File: config.mk
export PLATFORM = sky130hd
export DESIGN_NAME = output_stage_control_regs
export DESIGN_NICKNAME = d
export VERILOG_FILES = /design/src/verilog/output_stage_pkg.sv /design/src/verilog/output_stage_control_regs.sv
export VERILOG_INCLUDE_DIRS = /design/src /design/src/verilog
export SDC_FILE = /design/constraint.sdc
export NUM_CORES = 1
export LEC_CHECK = 0
export ABC_CLOCK_PERIOD_IN_PS = 4850
export BUFFER_PORTS_ARGS = -buffer_cell sky130_fd_sc_hd__buf_2
export CAP_MARGIN = 20
export CELL_PAD_IN_SITES_DETAIL_PLACEMENT = 1
export CELL_PAD_IN_SITES_GLOBAL_PLACEMENT = 2
export CORE_ASPECT_RATIO = 0.7
export CORE_MARGIN = 10
export CORE_UTILIZATION = 30
export CTS_CLUSTER_SIZE = 16
export DETAILED_ROUTE_END_ITERATION = 10
export GPL_ROUTABILITY_DRIVEN = 1
export PLACE_DENSITY = 0.66
export SYNTH_ARGS = -nofsm -noshare
export SYNTH_HDL_FRONTEND = slang
export SYNTH_SLANG_ARGS = --single-unit
File: constraint.sdc
create_clock -name clk -period 4.85 [get_ports clk]
set_clock_uncertainty 0.1 [all_clocks]
set_input_delay 0.2425 -clock clk [delete_from_list [all_inputs] [get_ports clk]]
set_output_delay 0.2425 -clock clk [all_outputs]
set_load 0.005 [all_outputs]
File: src/verilog/output_stage_cfg.svh
// Register indices, field positions, reset values and timing for the output stage controls.
`ifndef OUTPUT_STAGE_CFG_SVH
`define OUTPUT_STAGE_CFG_SVH

`define IDX_PM_ONE          6'h01
`define IDX_PM_TWO          6'h02
`define IDX_PM_THREE        6'h03
`define IDX_ADDITIONAL      6'h07
`define IDX_AMP_MODE        6'h17
`define IDX_OUTPUT_CONTROL  6'h31
`define IDX_LEFT_VOLUME     6'h36
`define IDX_RIGHT_VOLUME    6'h37
`define IDX_LEFT_AUX_MIX    6'h38
`define IDX_RIGHT_AUX_MIX   6'h39
`define IDX_STATUS          6'h3A

`define RST_ZERO            9'h000
`define RST_ADDITIONAL      9'h080
`define RST_VOLUME          8'h39
`define RST_GAIN            6'h39
`define RST_AUX_MIX         9'h001

`define BIT_BIAS_ON         2
`define BIT_LEFT_AUX_MIX    6
`define BIT_RIGHT_AUX_MIX   7
`define BIT_LEFT_PRIMARY    7
`define BIT_RIGHT_PRIMARY   8
`define BIT_SLEEP           6
`define BIT_LEFT_OUT_MIX    2
`define BIT_RIGHT_OUT_MIX   3
`define BIT_LEFT_SECONDARY  5
`define BIT_RIGHT_SECONDARY 6
`define BIT_LEFT_AUX_LINE   7
`define BIT_RIGHT_AUX_LINE  8
`define BIT_TICK_ENABLE     0
`define MSB_DIVIDER         7
`define LSB_DIVIDER         4
`define BIT_AMP_SELECT      8
`define BIT_IDLE_RESIST     0
`define BIT_SENSOR_ON       1
`define BIT_CUTOFF_ON       2
`define MSB_GAIN            5
`define BIT_SILENCE         6
`define BIT_CROSS_GATE      7
`define BIT_COMMIT          8
`define BIT_AUX_SILENCE     6
`define BIT_AUX_CUT         5
`define BIT_AUX_CROSS_FEED  7
`define MSB_LEFT_SOURCES    3

`define DIV_CODE_1          4'h0
`define DIV_CODE_2          4'h2
`define DIV_CODE_3          4'h3
`define DIV_CODE_4          4'h4
`define DIV_CODE_5P5        4'h5
`define DIV_CODE_6          4'h6
`define DIV_CODE_8          4'h8
`define DIV_CODE_12A        4'h9
`define DIV_CODE_12B        4'hA
`define DIV_LAST_1          4'h0
`define DIV_LAST_2          4'h1
`define DIV_LAST_3          4'h2
`define DIV_LAST_4          4'h3
`define DIV_LAST_5          4'h4
`define DIV_LAST_6          4'h5
`define DIV_LAST_8          4'h7
`define DIV_LAST_12         4'hB

`define TIMEOUT_CYCLES_DEFAULT 2097152
`define TIMEOUT_WIDTH       22

`endif

File: src/verilog/output_stage_pkg.sv
// Types shared by the output stage control logic.
package output_stage_pkg;

    typedef struct packed {
        logic [5:0] gain;
        logic       silence;
    } secondary_chan_t;

    typedef struct packed {
        logic [3:0] leftSources;
        logic       leftSilence;
        logic [5:0] rightSources;
        logic       rightSilence;
        logic       rightSixDbCut;
    } aux_line_t;

    typedef struct packed {
        logic biasBuffer;
        logic leftAuxMixer;
        logic rightAuxMixer;
        logic leftPrimaryHp;
        logic rightPrimaryHp;
        logic leftOutputMixer;
        logic rightOutputMixer;
        logic leftSecondary;
        logic rightSecondary;
        logic leftAuxLine;
        logic rightAuxLine;
    } stage_enable_t;

    typedef enum logic [1:0] {
        GAIN_IDLE = 2'b01,
        GAIN_WAIT = 2'b10
    } gain_state_t;

endpackage

File: src/verilog/output_stage_control_regs.sv
// Control registers and digital side effects of the secondary and auxiliary output stages.
//
// Contract
// - Divide system clock by coded switching divider.
// - Mode bit selects class AB or D.
// - Six-bit gain per channel, reset 0 dB.
// - Silence bit mutes, keeps quiescent level.
// - Crossing gate delays gain to zero crossing.
// - Gains pend until commit bit written.
// - Force pending gain after timeout without crossing.
// - Timeout tick enable bit zero, reset 0.
// - Same enable clocks jack detect debounce.
// - Left aux mixer four source selects.
// - Right aux mixer six source selects.
// - Aux line silence bit six.
// - Right aux six dB cut bit.
// - Every stage enable resets off.
// - First power register holds bias, aux mixers.
// - Sleep bit stops internal clock use.
// - Overheat with both enables kills outputs.
// - Overheat with sensor clears virtual bit.
// - Cutoff enable bit two, reset 0.
//
// Register access over APB is this design's own decision.
`timescale 1ns/1ps
`include "output_stage_cfg.svh"

module output_stage_control_regs
    import output_stage_pkg::*;
#(
    parameter int TIMEOUT_CYCLES = `TIMEOUT_CYCLES_DEFAULT
) (
    input  wire logic        clk,
    input  wire logic        rst_b,
    input  wire logic        psel,
    input  wire logic        penable,
    input  wire logic        pwrite,
    input  wire logic [7:0]  paddr,
    input  wire logic [31:0] pwdata,
    output logic      [31:0] prdata,
    output logic             pready,
    output logic             pslverr,
    input  wire logic [1:0]  zeroCross,
    input  wire logic        overTemp,
    output secondary_chan_t  leftSecondaryOut,
    output secondary_chan_t  rightSecondaryOut,
    output logic             switchingAmpSelect,
    output logic             switchClockTick,
    output logic             debounceClockOn,
    output logic             idleResistHigh,
    output aux_line_t        auxLineOut,
    output stage_enable_t    stageEnable,
    output logic             thermalGood,
    output logic             thermalCutoffActive
);

    logic [8:0]  pmOne_reg;
    logic [8:0]  pmTwo_reg;
    logic [8:0]  pmThree_reg;
    logic [8:0]  additional_reg;
    logic [8:0]  ampMode_reg;
    logic [8:0]  outputControl_reg;
    logic [7:0]  volume_reg [0:1];
    logic [8:0]  leftAuxMix_reg;
    logic [8:0]  rightAuxMix_reg;
    logic [5:0]  appliedGain_reg [0:1];
    gain_state_t gainState_reg [0:1];
    logic        commit_reg;
    logic [3:0]  divCount_reg;
    logic        divPhase_reg;
    logic [`TIMEOUT_WIDTH-1:0] timeout_reg;

    logic        setupPhase;
    logic        writeStrobe;
    logic [5:0]  index;
    logic        mapped;
    logic [8:0]  readValue;
    logic        clockRun;
    logic        tickEnable;
    logic        anyWaiting;
    logic        timeoutHit;
    logic        shutdown;
    logic [3:0]  divLast;

    function automatic logic hit(input logic [7:0] addr, input logic [5:0] idx);
        hit = (addr[7:2] == idx) && (addr[1:0] == 2'h0);
    endfunction

    function automatic logic [3:0] lastCount(input logic [3:0] code, input logic phase);
        unique case (code)
            `DIV_CODE_1:   lastCount = `DIV_LAST_1;
            `DIV_CODE_2:   lastCount = `DIV_LAST_2;
            `DIV_CODE_3:   lastCount = `DIV_LAST_3;
            `DIV_CODE_4:   lastCount = `DIV_LAST_4;
            `DIV_CODE_5P5: lastCount = phase ? `DIV_LAST_6 : `DIV_LAST_5;
            `DIV_CODE_6:   lastCount = `DIV_LAST_6;
            `DIV_CODE_12A: lastCount = `DIV_LAST_12;
            `DIV_CODE_12B: lastCount = `DIV_LAST_12;
            default:       lastCount = `DIV_LAST_8;
        endcase
    endfunction

    // APB decode: one wait-free access phase, answered from flip-flops.
    assign setupPhase  = psel && !penable;
    assign writeStrobe = psel && penable && pwrite && pready;
    assign index       = paddr[7:2];

    always_comb begin
        mapped    = 1'b1;
        readValue = `RST_ZERO;
        if (paddr[1:0] != 2'h0) begin
            mapped = 1'b0;
        end else begin
            unique case (index)
                `IDX_PM_ONE:         readValue = pmOne_reg;
                `IDX_PM_TWO:         readValue = pmTwo_reg;
                `IDX_PM_THREE:       readValue = pmThree_reg;
                `IDX_ADDITIONAL:     readValue = additional_reg;
                `IDX_AMP_MODE:       readValue = ampMode_reg;
                `IDX_OUTPUT_CONTROL: readValue = outputControl_reg;
                `IDX_LEFT_VOLUME:    readValue = {1'b0, volume_reg[0]};
                `IDX_RIGHT_VOLUME:   readValue = {1'b0, volume_reg[1]};
                `IDX_LEFT_AUX_MIX:   readValue = leftAuxMix_reg;
                `IDX_RIGHT_AUX_MIX:  readValue = rightAuxMix_reg;
                `IDX_STATUS:         readValue = {5'h00, shutdown, overTemp,
                                                  gainState_reg[1] == GAIN_WAIT,
                                                  gainState_reg[0] == GAIN_WAIT};
                default:             mapped = 1'b0;
            endcase
        end
    end

    always_ff @(posedge clk) begin
        if (!rst_b) begin
            pready  <= 1'b0;
            pslverr <= 1'b0;
            prdata  <= 32'h0000_0000;
        end else begin
            pready  <= setupPhase;
            pslverr <= setupPhase && !mapped;
            if (setupPhase) begin
                prdata <= {23'h00_0000, readValue};
            end
        end
    end

    // Plain control registers; a write replaces all nine bits.
    always_ff @(posedge clk) begin
        if (!rst_b) begin
            pmOne_reg         <= `RST_ZERO;
            pmTwo_reg         <= `RST_ZERO;
            pmThree_reg       <= `RST_ZERO;
            additional_reg    <= `RST_ADDITIONAL;
            ampMode_reg       <= `RST_ZERO;
            outputControl_reg <= `RST_ZERO;
            leftAuxMix_reg    <= `RST_AUX_MIX;
            rightAuxMix_reg   <= `RST_AUX_MIX;
        end else if (writeStrobe) begin
            if (hit(paddr, `IDX_PM_ONE)) begin
                pmOne_reg <= pwdata[8:0];
            end
            if (hit(paddr, `IDX_PM_TWO)) begin
                pmTwo_reg <= pwdata[8:0];
            end
            if (hit(paddr, `IDX_PM_THREE)) begin
                pmThree_reg <= pwdata[8:0];
            end
            if (hit(paddr, `IDX_ADDITIONAL)) begin
                additional_reg <= pwdata[8:0];
            end
            if (hit(paddr, `IDX_AMP_MODE)) begin
                ampMode_reg <= pwdata[8:0];
            end
            if (hit(paddr, `IDX_OUTPUT_CONTROL)) begin
                outputControl_reg <= pwdata[8:0];
            end
            if (hit(paddr, `IDX_LEFT_AUX_MIX)) begin
                leftAuxMix_reg <= pwdata[8:0];
            end
            if (hit(paddr, `IDX_RIGHT_AUX_MIX)) begin
                rightAuxMix_reg <= pwdata[8:0];
            end
        end
    end

    // Volume registers hold pending gain; the commit bit is never stored.
    always_ff @(posedge clk) begin
        if (!rst_b) begin
            volume_reg[0] <= `RST_VOLUME;
            volume_reg[1] <= `RST_VOLUME;
            commit_reg    <= 1'b0;
        end else begin
            if (writeStrobe && hit(paddr, `IDX_LEFT_VOLUME)) begin
                volume_reg[0] <= pwdata[7:0];
            end
            if (writeStrobe && hit(paddr, `IDX_RIGHT_VOLUME)) begin
                volume_reg[1] <= pwdata[7:0];
            end
            commit_reg <= writeStrobe && pwdata[`BIT_COMMIT] &&
                          (hit(paddr, `IDX_LEFT_VOLUME) ||
                           hit(paddr, `IDX_RIGHT_VOLUME));
        end
    end

    assign clockRun   = !pmTwo_reg[`BIT_SLEEP];
    assign tickEnable = additional_reg[`BIT_TICK_ENABLE];
    assign anyWaiting = (gainState_reg[0] == GAIN_WAIT) || (gainState_reg[1] == GAIN_WAIT);
    assign timeoutHit = timeout_reg == `TIMEOUT_WIDTH'(TIMEOUT_CYCLES - 1);
    assign shutdown   = overTemp && outputControl_reg[`BIT_SENSOR_ON] &&
                        outputControl_reg[`BIT_CUTOFF_ON];

    // Counts system clocks since the last crossing while a gain waits.
    always_ff @(posedge clk) begin
        if (!rst_b) begin
            timeout_reg <= '0;
        end else if (!clockRun || !tickEnable || !anyWaiting || (|zeroCross) || timeoutHit) begin
            timeout_reg <= '0;
        end else begin
            timeout_reg <= timeout_reg + 1'b1;
        end
    end

    // Per-channel gain apply: at once, on a crossing, or on timeout.
    always_ff @(posedge clk) begin
        if (!rst_b) begin
            for (int i = 0; i < 2; i++) begin
                appliedGain_reg[i] <= `RST_GAIN;
                gainState_reg[i]   <= GAIN_IDLE;
            end
        end else begin
            for (int i = 0; i < 2; i++) begin
                unique case (gainState_reg[i])
                    GAIN_IDLE: begin
                        if (commit_reg) begin
                            if (volume_reg[i][`BIT_CROSS_GATE]) begin
                                gainState_reg[i] <= GAIN_WAIT;
                            end else begin
                                appliedGain_reg[i] <= volume_reg[i][`MSB_GAIN:0];
                            end
                        end
                    end
                    GAIN_WAIT: begin
                        if (zeroCross[i] || timeoutHit ||
                            !volume_reg[i][`BIT_CROSS_GATE]) begin
                            appliedGain_reg[i] <= volume_reg[i][`MSB_GAIN:0];
                            gainState_reg[i]   <= GAIN_IDLE;
                        end
                    end
                endcase
            end
        end
    end

    // Switching clock divider; code 5.5 alternates five and six cycles.
    assign divLast = lastCount(additional_reg[`MSB_DIVIDER:`LSB_DIVIDER], divPhase_reg);

    always_ff @(posedge clk) begin
        if (!rst_b) begin
            divCount_reg    <= 4'h0;
            divPhase_reg    <= 1'b0;
            switchClockTick <= 1'b0;
        end else if (!clockRun) begin
            switchClockTick <= 1'b0;
        end else if (divCount_reg >= divLast) begin
            divCount_reg    <= 4'h0;
            divPhase_reg    <= !divPhase_reg;
            switchClockTick <= 1'b1;
        end else begin
            divCount_reg    <= divCount_reg + 4'h1;
            switchClockTick <= 1'b0;
        end
    end

    // Registered copies of the control fields that drive the analogue stages.
    always_ff @(posedge clk) begin
        if (!rst_b) begin
            leftSecondaryOut   <= '{gain: `RST_GAIN, silence: 1'b0};
            rightSecondaryOut  <= '{gain: `RST_GAIN, silence: 1'b0};
            switchingAmpSelect <= 1'b0;
            debounceClockOn    <= 1'b0;
            idleResistHigh     <= 1'b0;
            auxLineOut         <= '0;
        end else begin
            leftSecondaryOut.gain     <= appliedGain_reg[0];
            rightSecondaryOut.gain    <= appliedGain_reg[1];
            leftSecondaryOut.silence  <= volume_reg[0][`BIT_SILENCE];
            rightSecondaryOut.silence <= volume_reg[1][`BIT_SILENCE];
            switchingAmpSelect        <= ampMode_reg[`BIT_AMP_SELECT];
            debounceClockOn           <= tickEnable && clockRun;
            idleResistHigh            <= outputControl_reg[`BIT_IDLE_RESIST];
            auxLineOut.leftSources    <= leftAuxMix_reg[`MSB_LEFT_SOURCES:0];
            auxLineOut.leftSilence    <= leftAuxMix_reg[`BIT_AUX_SILENCE];
            auxLineOut.rightSources   <= {rightAuxMix_reg[`BIT_AUX_CROSS_FEED],
                                          rightAuxMix_reg[4:0]};
            auxLineOut.rightSilence   <= rightAuxMix_reg[`BIT_AUX_SILENCE];
            auxLineOut.rightSixDbCut  <= rightAuxMix_reg[`BIT_AUX_CUT];
        end
    end

    // Stage enables, all forced off while the thermal cutoff is active.
    always_ff @(posedge clk) begin
        if (!rst_b) begin
            stageEnable         <= '0;
            thermalGood         <= 1'b1;
            thermalCutoffActive <= 1'b0;
        end else begin
            stageEnable.biasBuffer       <= pmOne_reg[`BIT_BIAS_ON] && !shutdown;
            stageEnable.leftAuxMixer     <= pmOne_reg[`BIT_LEFT_AUX_MIX] && !shutdown;
            stageEnable.rightAuxMixer    <= pmOne_reg[`BIT_RIGHT_AUX_MIX] && !shutdown;
            stageEnable.leftPrimaryHp    <= pmTwo_reg[`BIT_LEFT_PRIMARY] && !shutdown;
            stageEnable.rightPrimaryHp   <= pmTwo_reg[`BIT_RIGHT_PRIMARY] && !shutdown;
            stageEnable.leftOutputMixer  <= pmThree_reg[`BIT_LEFT_OUT_MIX] && !shutdown;
            stageEnable.rightOutputMixer <= pmThree_reg[`BIT_RIGHT_OUT_MIX] && !shutdown;
            stageEnable.leftSecondary    <= pmThree_reg[`BIT_LEFT_SECONDARY] && !shutdown;
            stageEnable.rightSecondary   <= pmThree_reg[`BIT_RIGHT_SECONDARY] && !shutdown;
            stageEnable.leftAuxLine      <= pmThree_reg[`BIT_LEFT_AUX_LINE] && !shutdown;
            stageEnable.rightAuxLine     <= pmThree_reg[`BIT_RIGHT_AUX_LINE] && !shutdown;
            thermalGood         <= !(overTemp && outputControl_reg[`BIT_SENSOR_ON]);
            thermalCutoffActive <= shutdown;
        end
    end

endmodule // output_stage_control_regs

==> results of run 1 <==
## power by group
group / internal (uW) / leakage (uW) / total (uW) / switching [uW]
sequential: 1580 / 0.00153 / 1590 / 8.05
clock: 716 / 0.000282 / 1380 / 662
combinational: 32.8 / 0.00151 / 125 / 91.8
## final cells by class
| type | instances | area (um^2) |
|---|---|---|
| multi-input cells | 529 | 3570 |
| diodes | 1 | 2.502 |
| clock inverters | 12 | 100.1 |
| fillers | 2930 | 16760 |
| well taps | 357 | 446.7 |
| inverters | 14 | 52.55 |
| clock buffers | 20 | 467.9 |
| flip-flops and latches | 187 | 4044 |
| repair buffers | 90 | 486.7 |
## cell usage after synthesis, types with 10 or more instances
master	number	area, um^2
a21oi_1	14	70.07
a222oi_1	11	110.1
and2_1	44	275.3
buf_2	13	65.06
buf_4	28	210.2
clkbuf_1	30	112.6
dfxtp_1	157	3143
edfxtp_1	30	900.9
inv_1	12	45.04
mux2i_1	78	780.8
nand2_1	43	161.4
nand2b_1	29	181.4
nand3_1	13	65.06
nor2_1	97	364.1
nor3_1	10	50.05
xnor2_1	12	105.1
xor2_1	13	113.9
## per-layer routing
layer,global-route usage,vias up
met5,0,-
met4,0.04106,0
met3,0.03891,15
met2,0.2116,118
met1,0.2041,2841
li1,-,2802
## final timing paths
kind                                            start                        endpoint  slack, ps  cells after the start
setup / recovery       additional_reg[5]$_SDFFE_PN0P_    divCount_reg[0]$_SDFFE_PN0N_       2130                     10
hold / removal                              pwdata[4]  leftAuxMix_reg[4]$_SDFFE_PN0P_         80                      3
setup reg to reg       additional_reg[5]$_SDFFE_PN0P_    divCount_reg[0]$_SDFFE_PN0N_       2130                     10
hold reg to reg   appliedGain_reg[0][0]$_SDFFCE_PP1P_  leftSecondaryOut[1]$_SDFF_PN1_        330                      1
## metrics by stage
step           hold WS, ps  std cells  cell area, um^2  setup WS, ps
6_report             80.51       1210             9170          2130
5_1_grt              75.48       1209             9168          1860
4_1_cts              59.47       1208             9156          2109
3_5_place_dp         313.7       1174             8568          1957
3_3_place_gp         309.0       1174             8568          1981
2_1_floorplan        226.7        804             8059          2423
## worst max-delay path: cells and delay by family, from the launching register on
family                   cells  cell delay [ps]
AO/OA/AOI/OAI                6             1260
flip-flops                   1              390
AND/OR/NAND/NOR              3              630
adder cells (fa/ha/maj)      1              260
## cell usage in the layout (no fill, tap or decap), types with 11 or more instances in the layout
| master | n |
|---|---|
| clkbuf_16 | 18 |
| xor2_1 | 13 |
| inv_1 | 12 |
| edfxtp_1 | 30 |
| a222oi_1 | 11 |
| conb_1 | 23 |
| nand2_1 | 43 |
| xnor2_1 | 12 |
| nor2_1 | 97 |
| buf_2 | 79 |
| dfxtp_1 | 157 |
| nand3_1 | 13 |
| mux2i_1 | 78 |
| and2_1 | 44 |
| nand2b_1 | 29 |
| a21oi_1 | 14 |
## logic make-up (layout without fill, tap and decap cells)
family	after synthesis	count (layout)	synth area share
buffers and inverters	88	136	0.05992
AO/OA/AOI/OAI	97	97	0.09569
multiplexers	83	83	0.1049
adder cells (fa/ha/maj)	6	6	0.009412
flip-flops	187	187	0.5070
other	1	24	0.0004701
AND/OR/NAND/NOR	295	295	0.1951
XOR/XNOR	25	25	0.02745
==> results.ini, run 1 <==
[final_layout]
final_core_util = 0.3536
area_growth_pct = 14.96
fin_nets = 893
drive_gt1_frac = 0.1737
largest_reg_flops = 22

[placed_design]
place.gp.congestion = 0.7820
place.port_buffers = 79
dp_hpwl_um = 17310

[die]
start_util = 0.3076
die_y_um = 156.4
coreArea_mm2 = 0.02593
die_area_mm2 = 0.03361
die_x_um = 214.9
rows = 49
ioPinCount = 126

[power_and_ir_drop]
total_power_uw = 3094
p_per_area_mw_per_mm2 = 337.4
leakage_uw = 0.003324
peakVddDrop_mv = 0.2348

[timing]
min_period_ps = 2720
hold_viol = 0
drv_slew = 0
rsz0062_at_grt = false
fmax_mhz = 367.7
setup_viol = 0
final.period_utilization = 0.5608
slew-limit-headroom = 0.2915
tightestPinTransition_ps = 1054
tns_ps = 0

[cts]
cts_tree = yes
post-cts-setup-buffers = 0
cts-buffers-inserted = 17
cts_resized = 0
clkSinkCount = 187
cts_max_level = 4
cts_root_buffer = clkbuf_16
clk_pin_slew_worst_paths_ps = 80
hold_buffers = 2
cts_buffer_depth = 2
clock_latency_ps = 450

[min_path]
worstHoldPathType = input pin to register

[logic_synthesis]
synthFlopType = dfxtp_1
synth_seq_cells = 187
yosys_warnings = 0
synth_edf_count = 30
ys_async_sr_fraction = 0
syn_area_per_cell_um2 = 10.20
syn_area_mm2 = 0.007976
netlist-cell-type-count = 71
synth_seq_area_share = 0.5070
syn_inst = 782

[drt]
highest_layer = met4
drtIter0Drc = 390
routed_via_density = 4.774
wl_per_cell_um = 20.08
drc = 0
vias = 5776
met1_length_um = 12450
totalWireLength_um = 24300
dr.pass1.iters = 6
wl_met3_um = 1226
route.met2.wl_um = 10340
antenna_left = 0

[flow_run]
max_cap_violations = 0

[grt]
first_global_vias = 5878
grt_usage = 0.1448
antenna_found_initial = 2
overflow = 0
grt_pass1_wl_um = 37350
grt_start_max_net_pins = 52

[critical_path]
slowest_stage = dfxtp_1
critPathCaptureType = register
critPathMaxStageDelay_ps = 390
cp.required_ps = 5100
crit_type = register to register
worstPathArrival_ps = 2970
startpoint_type = register
crit_fanout = 9
path_cells = nand2b_1 > o21ai_0 > a21oi_1 > or2_2 > ha_1 > nand2b_1 > a21o_1 > a21oi_1 > o21ai_0 > a211oi_1

[run_status]
status = completed

Note: power is estimated with default switching activity, not from simulation.
==> run 2: changes to the inputs <==
--- a/config.mk
+++ b/config.mk
@@ -6,7 +6,7 @@
 export SDC_FILE = /design/constraint.sdc
 export NUM_CORES = 1
 export LEC_CHECK = 0
-export ABC_CLOCK_PERIOD_IN_PS = 4850
+export ABC_CLOCK_PERIOD_IN_PS = 2250
 export BUFFER_PORTS_ARGS = -buffer_cell sky130_fd_sc_hd__buf_2
 export CAP_MARGIN = 20
 export CELL_PAD_IN_SITES_DETAIL_PLACEMENT = 1
@@ -17,7 +17,7 @@
 export CTS_CLUSTER_SIZE = 16
 export DETAILED_ROUTE_END_ITERATION = 10
 export GPL_ROUTABILITY_DRIVEN = 1
-export PLACE_DENSITY = 0.66
+export PLACE_DENSITY = 0.69
 export SYNTH_ARGS = -nofsm -noshare
 export SYNTH_HDL_FRONTEND = slang
 export SYNTH_SLANG_ARGS = --single-unit
==> constraint.sdc (replaced) <==
create_clock -name clk -period 2.25 [get_ports clk]
set_clock_uncertainty 0.1 [all_clocks]
set_input_delay 0.1125 -clock clk [delete_from_list [all_inputs] [get_ports clk]]
set_output_delay 0.1125 -clock clk [all_outputs]
set_load 0.005 [all_outputs]
==> run 2 against run 1 <==
Global-route usage down 0.32 points. Wire length is 1.4% lower. Register-to-register slack got worse by 2000 ps. Design area rose by 5.8%. Critical path depth decreased by 5. Worst setup slack got worse by 2000 ps.
==> results.ini, run 2 (synthesis results as in run 1) <==
[run_status]
status = completed  ; unchanged

[final_layout]
final_core_util = 0.3742  ; was 0.3536
final-seq-area_mm2 = 0.004054  ; was 0.004044 mm^2
final_cell_mix = dfxtp_1 (153), nor2_1 (97), buf_2 (79)  ; was dfxtp_1 (157), nor2_1 (97), buf_2 (79)
multiInputGateArea_mm2 = 0.003657  ; was 0.003570 mm^2
largest_reg_flops = 22  ; unchanged
area_growth_pct = 21.68  ; was 14.96%
final_common_cell = dfxtp_1  ; unchanged
fillers = 2918  ; was 2930
fin_nets = 938  ; was 893
drive_gt1_frac = 0.2207  ; was 0.1737

[critical_path]
path_cells = and2b_2 > o21ai_2 > or4_4 > dlygate4sd3_1 > nor2_1  ; was nand2b_1 > o21ai_0 > a21oi_1 > or2_2 > ha_1 > nand2b_1 > a21o_1 > a21oi_1 > o21ai_0 > a211oi_1
crit_type = register to register  ; unchanged
critPathCaptureType = register  ; unchanged
worstPathArrival_ps = 2450  ; was 2970 ps
cp_top_family = simple AND/OR/NAND/NOR gates  ; was compound AO/OA/AOI/OAI gates
startpoint_type = register  ; unchanged
crit_fanout = 4  ; was 9
cp.required_ps = 2530  ; was 5100 ps
slowest_stage = dlygate4sd3_1  ; was dfxtp_1
worst-path-buf-inv = 1  ; was 0
critPathMaxStageDelay_ps = 640  ; was 390 ps

[drt]
drc = 0  ; unchanged
antenna_left = 0  ; unchanged
vias = 5939  ; was 5776
drtIter0Drc = 488  ; was 390
dr.pass1.iters = 6  ; unchanged
totalWireLength_um = 23970  ; was 24300 um
routed_via_density = 4.732  ; was 4.774
wl_per_cell_um = 19.10  ; was 20.08 um

[cts]
clk_pin_slew_worst_paths_ps = 80  ; about the same
cts_max_level = 4  ; unchanged
clock_latency_ps = 450  ; about the same
cts_root_buffer = clkbuf_16  ; unchanged
clkSinkCount = 187  ; unchanged
cts_buffer_depth = 2  ; unchanged
cts_tree = yes  ; unchanged
cts-buffers-inserted = 17  ; unchanged

[die]
ioPinCount = 126  ; unchanged
coreArea_mm2 = 0.02593  ; unchanged
die_x_um = 214.9  ; unchanged
die_y_um = 156.4  ; unchanged
start_util = 0.3076  ; unchanged
die_area_mm2 = 0.03361  ; unchanged
rows = 49  ; unchanged

[timing]
tns_ps = 0  ; unchanged
setup_viol = 0  ; unchanged
final.period_utilization = 0.9618  ; was 0.5608
drv_slew = 0  ; unchanged
fmax_mhz = 462.1  ; was 367.7 MHz
hold_viol = 0  ; unchanged
min_period_ps = 2164  ; was 2720 ps
tightestPinTransition_ps = 818.5  ; was 1054 ps
rsz0062_at_grt = false  ; unchanged
slew-limit-headroom = 0.4523  ; was 0.2915

[grt]
grt_pass1_wl_um = 36960  ; was 37350 um
antenna_found_initial = 1  ; was 2
overflow = 0  ; unchanged
grt_usage = 0.1416  ; was 0.1448
first_global_vias = 6205  ; was 5878
grt_start_max_net_pins = 74  ; was 52

[min_path]
worstHoldPathType = input pin to register  ; unchanged

[power_and_ir_drop]
p_per_area_mw_per_mm2 = 701.1  ; was 337.4 mW/mm^2
peakVddDrop_mv = 0.5680  ; was 0.2348 mV
leakage_uw = 0.003576  ; was 0.003324 uW

[placed_design]
place.port_buffers = 79  ; unchanged
place.gp.congestion = 0.8089  ; was 0.7820
dp_hpwl_um = 17310  ; about the same

[flow_run]
max_cap_violations = 0  ; unchanged

## run 2: cell count changes in the layout (fill, tap and decap cells not counted), moves of 3 or more
cell / delta
buf_12: +3
buf_4: +31
clkinv_8: +3
dfxtp_1: -4
dlygate4sd3_1: +11
nand2b_1: -3
nand2b_4: +3
## run 2: worst paths after layout
check                                         start  cells past startpoint  slack [ps]                              end
hold / removal                             paddr[5]                      4          40               pslverr$_SDFF_PN0_
setup / recovery  gainState_reg[0][0]$_SDFFCE_PP1P_                      5          90       timeout_reg[20]$_SDFF_PP0_
setup reg to reg  gainState_reg[0][0]$_SDFFCE_PP1P_                      5          90       timeout_reg[20]$_SDFF_PP0_
hold reg to reg     appliedGain_reg[1][3]$_DFFE_PP_                      1         330  rightSecondaryOut[4]$_SDFF_PN1_
## run 2: per-stage QoR
step / setup slack (ps) / power [uW] / instances / cell area (um^2) / hold slack [ps]
after global routing: 3.331 / 7083 / 1254 / 9703 / 53.38
after floorplan: 8.258 / 3695 / 804 / 8075 / 96.71
final: 85.94 / 6805 / 1255 / 9706 / 37.35
after global placement: 1.965 / 3787 / 1206 / 8840 / 259.5
after CTS: 19.58 / 6908 / 1252 / 9590 / 24.85
after detailed placement: -43.38 / 3789 / 1206 / 8840 / 259.8
## run 2: routing by layer
| layer | routed length (um) | track usage | part of all wire |
|---|---|---|---|
| met5 | 0 | 0 | 0 |
| met3 | 1217 | 0.03717 | 0.051 |
| met4 | 219 | 0.03467 | 0.0091 |
| met1 | 11980 | 0.1954 | 0.50 |
| met2 | 10550 | 0.2155 | 0.44 |
## run 2: worst reg2reg max path, cell delays in order, from the launching register on
cell and delay, ps:
edfxtp_1 420, and2b_2 280, o21ai_2 80, or4_4 480
dlygate4sd3_1 640, nor2_1 110
## run 2: where the power goes
group          switching [uW]  internal [uW]
clock                    1480           1590
sequential               17.0           3410
combinational             205            105
## run 2: cell type report
| type | instances | share of cell area |
|---|---|---|
| repair buffers | 135 | 0.09166 |
| diodes | 1 | 0.0002578 |
| clock buffers | 17 | 0.04383 |
| inverters | 14 | 0.005414 |
| flip-flops and latches | 187 | 0.4177 |
| well taps | 357 | 0.04602 |
| clock inverters | 15 | 0.01831 |
| multi-input cells | 529 | 0.3768 |
## run 2: repair_timing
action | CTS | global route
gates resized for setup | 5 | 20
pin swaps | 7 | 6
endpoints found under the hold margin | 39 | 0
hold buffers | 13 | 0
buffers inserted | 1 | 2
setup endpoints to repair | 5 | 21
==> run 3: changes to the inputs <==
--- a/config.mk
+++ b/config.mk
@@ -13,11 +13,12 @@
 export CELL_PAD_IN_SITES_GLOBAL_PLACEMENT = 2
 export CORE_ASPECT_RATIO = 0.7
 export CORE_MARGIN = 10
-export CORE_UTILIZATION = 30
+export CORE_UTILIZATION = 32
 export CTS_CLUSTER_SIZE = 16
 export DETAILED_ROUTE_END_ITERATION = 10
 export GPL_ROUTABILITY_DRIVEN = 1
-export PLACE_DENSITY = 0.69
+export PLACE_DENSITY = 0.73
+export SETUP_SLACK_MARGIN = 0.5
 export SYNTH_ARGS = -nofsm -noshare
 export SYNTH_HDL_FRONTEND = slang
 export SYNTH_SLANG_ARGS = --single-unit
==> run 3 against run 2 <==
Core utilization is 3.5 points higher. Highest routed layer unchanged. Clock power decreased by 5%. Sequential cell count unchanged. Critical endpoint is now switchClockTick$_SDFF_PP0_.
==> results.ini, run 3 (synthesis results as in run 1) <==
[critical_path]
startpoint_type = register  ; unchanged
slowest_stage = dfxtp_4  ; was dlygate4sd3_1
rr_startpoint = additional_reg[5]$_SDFFE_PN0P_  ; was gainState_reg[0][0]$_SDFFCE_PP1P_
worstPathArrival_ps = 2370  ; was 2450 ps
r2r_cells = 10  ; was 5
rrSetupSlack_ps = 170  ; was 90 ps
critPathMaxStageDelay_ps = 360  ; was 640 ps
crit_type = register to register  ; unchanged
r2r_end = switchClockTick$_SDFF_PP0_  ; was timeout_reg[20]$_SDFF_PP0_
cp.required_ps = 2540  ; was 2530 ps
critPathCaptureType = register  ; unchanged
path_cells = nand2b_4 > o21ai_2 > a21oi_2 > or2_4 > ha_4 > nand2b_4 > a21o_1 > a21oi_4 > o21ai_4 > and3_1  ; was and2b_2 > o21ai_2 > or4_4 > dlygate4sd3_1 > nor2_1
cp_top_family = simple AND/OR/NAND/NOR gates  ; unchanged
worst-path-buf-inv = 0  ; was 1
crit_top_cell = nand2b_4
crit_fanout = 5  ; was 4

[cts]
cts-buffers-inserted = 17  ; unchanged
cts_root_buffer = clkbuf_16  ; unchanged
cts_tree = yes  ; unchanged
clock_latency_ps = 450  ; about the same
clkSinkCount = 187  ; unchanged
clk_pin_slew_worst_paths_ps = 70  ; was 80 ps
cts_max_level = 4  ; unchanged
cts_buffer_depth = 2  ; unchanged

[timing]
tns_ps = 0  ; unchanged
drv_slew = 0  ; unchanged
min_period_ps = 2083  ; was 2164 ps
holdWs_ps = 44.66  ; was 37.35 ps
fmax_mhz = 480.0  ; was 462.1 MHz
slew-limit-headroom = 0.5409  ; was 0.4523
layout_setup_ws_ps = 166.8  ; was 85.94 ps
hold_viol = 0  ; unchanged
tightestPinTransition_ps = 688.7  ; was 818.5 ps
rsz0062_at_grt = true  ; was false
final.period_utilization = 0.9259  ; was 0.9618
setup_viol = 0  ; unchanged

[drt]
route.met2.wl_um = 10780  ; was 10550 um
routed_via_density = 4.917  ; was 4.732
wl_met3_um = 1416  ; was 1217 um
vias = 6146  ; was 5939
drtIter0Drc = 328  ; was 488
drc = 0  ; unchanged
highest_layer = met4  ; unchanged
dr.pass1.iters = 8  ; was 6
totalWireLength_um = 24770  ; was 23970 um
met1_length_um = 12370  ; was 11980 um
wl_per_cell_um = 19.81  ; was 19.10 um
antenna_left = 0  ; unchanged

[min_path]
hold_end = timeout_reg[20]$_SDFF_PP0_  ; was pslverr$_SDFF_PN0_
min_from = zeroCross[0]  ; was paddr[5]
whs_path_depth = 4  ; unchanged
worstHoldPathType = input pin to register  ; unchanged

[grt]
first_global_vias = 6156  ; was 6205
overflow = 0  ; unchanged
antenna_found_initial = 2  ; was 1
grt_usage = 0.1516  ; was 0.1416
grt_start_max_net_pins = 40  ; was 74
grt_pass1_wl_um = 37490  ; was 36960 um

[final_layout]
largest_reg_flops = 22  ; unchanged
final_cell_mix = dfxtp_1 (145), nor2_1 (94), buf_2 (81)  ; was dfxtp_1 (153), nor2_1 (97), buf_2 (79)
final_common_cell = dfxtp_1  ; unchanged
drive_gt1_frac = 0.2760  ; was 0.2207
fin_nets = 965  ; was 938
fin_area_mm2 = 0.01004  ; was 0.009706 mm^2
area_growth_pct = 25.90  ; was 21.68%

[die]
coreArea_mm2 = 0.02456  ; was 0.02593 mm^2
rows = 48  ; was 49
ioPinCount = 126  ; unchanged
die_area_mm2 = 0.03174  ; was 0.03361 mm^2
die_x_um = 208.7  ; was 214.9 um
start_util = 0.3247  ; was 0.3076
die_y_um = 152.1  ; was 156.4 um

[flow_run]
max_cap_violations = 0  ; unchanged

[placed_design]
pre_cts_ws_ps = 41.02  ; was -43.38 ps
dp_hpwl_um = 17460  ; was 17310 um
placed_cell_area_mm2 = 0.008915  ; was 0.008840 mm^2
place.port_buffers = 79  ; unchanged
place.gp.congestion = 0.8169  ; was 0.8089

[power_and_ir_drop]
total_power_uw = 6678  ; was 6805 uW
peakVddDrop_mv = 0.5271  ; was 0.5680 mV
leakage_uw = 0.003817  ; was 0.003576 uW
p_per_area_mw_per_mm2 = 665.0  ; was 701.1 mW/mm^2

[run_status]
status = completed  ; unchanged

==> run 3: cell types whose count changed in the layout (fill, tap and decap cells not counted), sizes merged <==
cell,before,now
bufinv,1,0
clkinvlp,0,4
dlygate4sd3,13,11
buf,122,148
nand2b,30,33
clkinv,8,5
==> run 3: metal layers <==
metal | GRT usage | up-vias
met2 | 0.2254 | 155
met4 | 0.03416 | 0
met1 | 0.2147 | 3019
li1 | - | 2956
met5 | 0 | -
met3 | 0.03830 | 16
==> run 3: metrics by stage <==
step	std cells	utilization
floorplan	804	-
global placement	1178	0.3629
detailed placement	1178	0.3629
CTS	1238	0.3997
global route	1249	0.4087
finish	1250	0.4088
==> run 3: where the power goes <==
part	internal [uW]	switching [uW]	total (uW)
logic	114	217	330
clock network	1460	1470	2920
registers	3410	18.5	3430
total	4980	1700	6680
==> run 3: worst max-delay path by stage <==
stage | from | endpoint | slack, ps | cells after the start
2_1_floorplan | additional_reg[5]$_SDFFE_PN0P_ | divCount_reg[0]$_SDFFE_PN0N_ | 150 | 11
5_1_grt | additional_reg[5]$_SDFFE_PN0P_ | divCount_reg[3]$_SDFFE_PN0N_ | 60 | 10
4_1_cts | additional_reg[6]$_SDFFE_PN0P_ | divCount_reg[0]$_SDFFE_PN0N_ | 120 | 10
3_3_place_gp | additional_reg[6]$_SDFFE_PN0P_ | divCount_reg[1]$_SDFFE_PN0N_ | 80 | 10
6_report | additional_reg[5]$_SDFFE_PN0P_ | switchClockTick$_SDFF_PP0_ | 170 | 10
3_5_place_dp | additional_reg[6]$_SDFFE_PN0P_ | divCount_reg[0]$_SDFFE_PN0N_ | 40 | 10
==> run 3: worst register-to-register path, stage by stage (launching register included) <==
cell and delay, ps:
dfxtp_4 360, nand2b_4 140, o21ai_2 120, a21oi_2 70, or2_4 240, ha_4 260, nand2b_4 100, a21o_1 150
a21oi_4 80, o21ai_4 240, and3_1 180
==> run 3: final cells by class <==
cell class / count / area, um^2
antenna: 1 / 2.502
clock buffer: 17 / 425.4
clock inverter: 15 / 132.6
fill: 2743 / 14520
inverter: 14 / 52.55
multi-input combinational: 532 / 3856
sequential: 187 / 4069
tap: 325 / 406.6
timing repair buffer: 159 / 1097
==> run 3: timing repair <==
item	CTS	global route
gates resized for setup	26	38
hold buffers	11	0
setup endpoints to repair	128	122
gates cloned	5	1
endpoints found under the hold margin	33	0
pin swaps	13	20
setup buffers	12	10
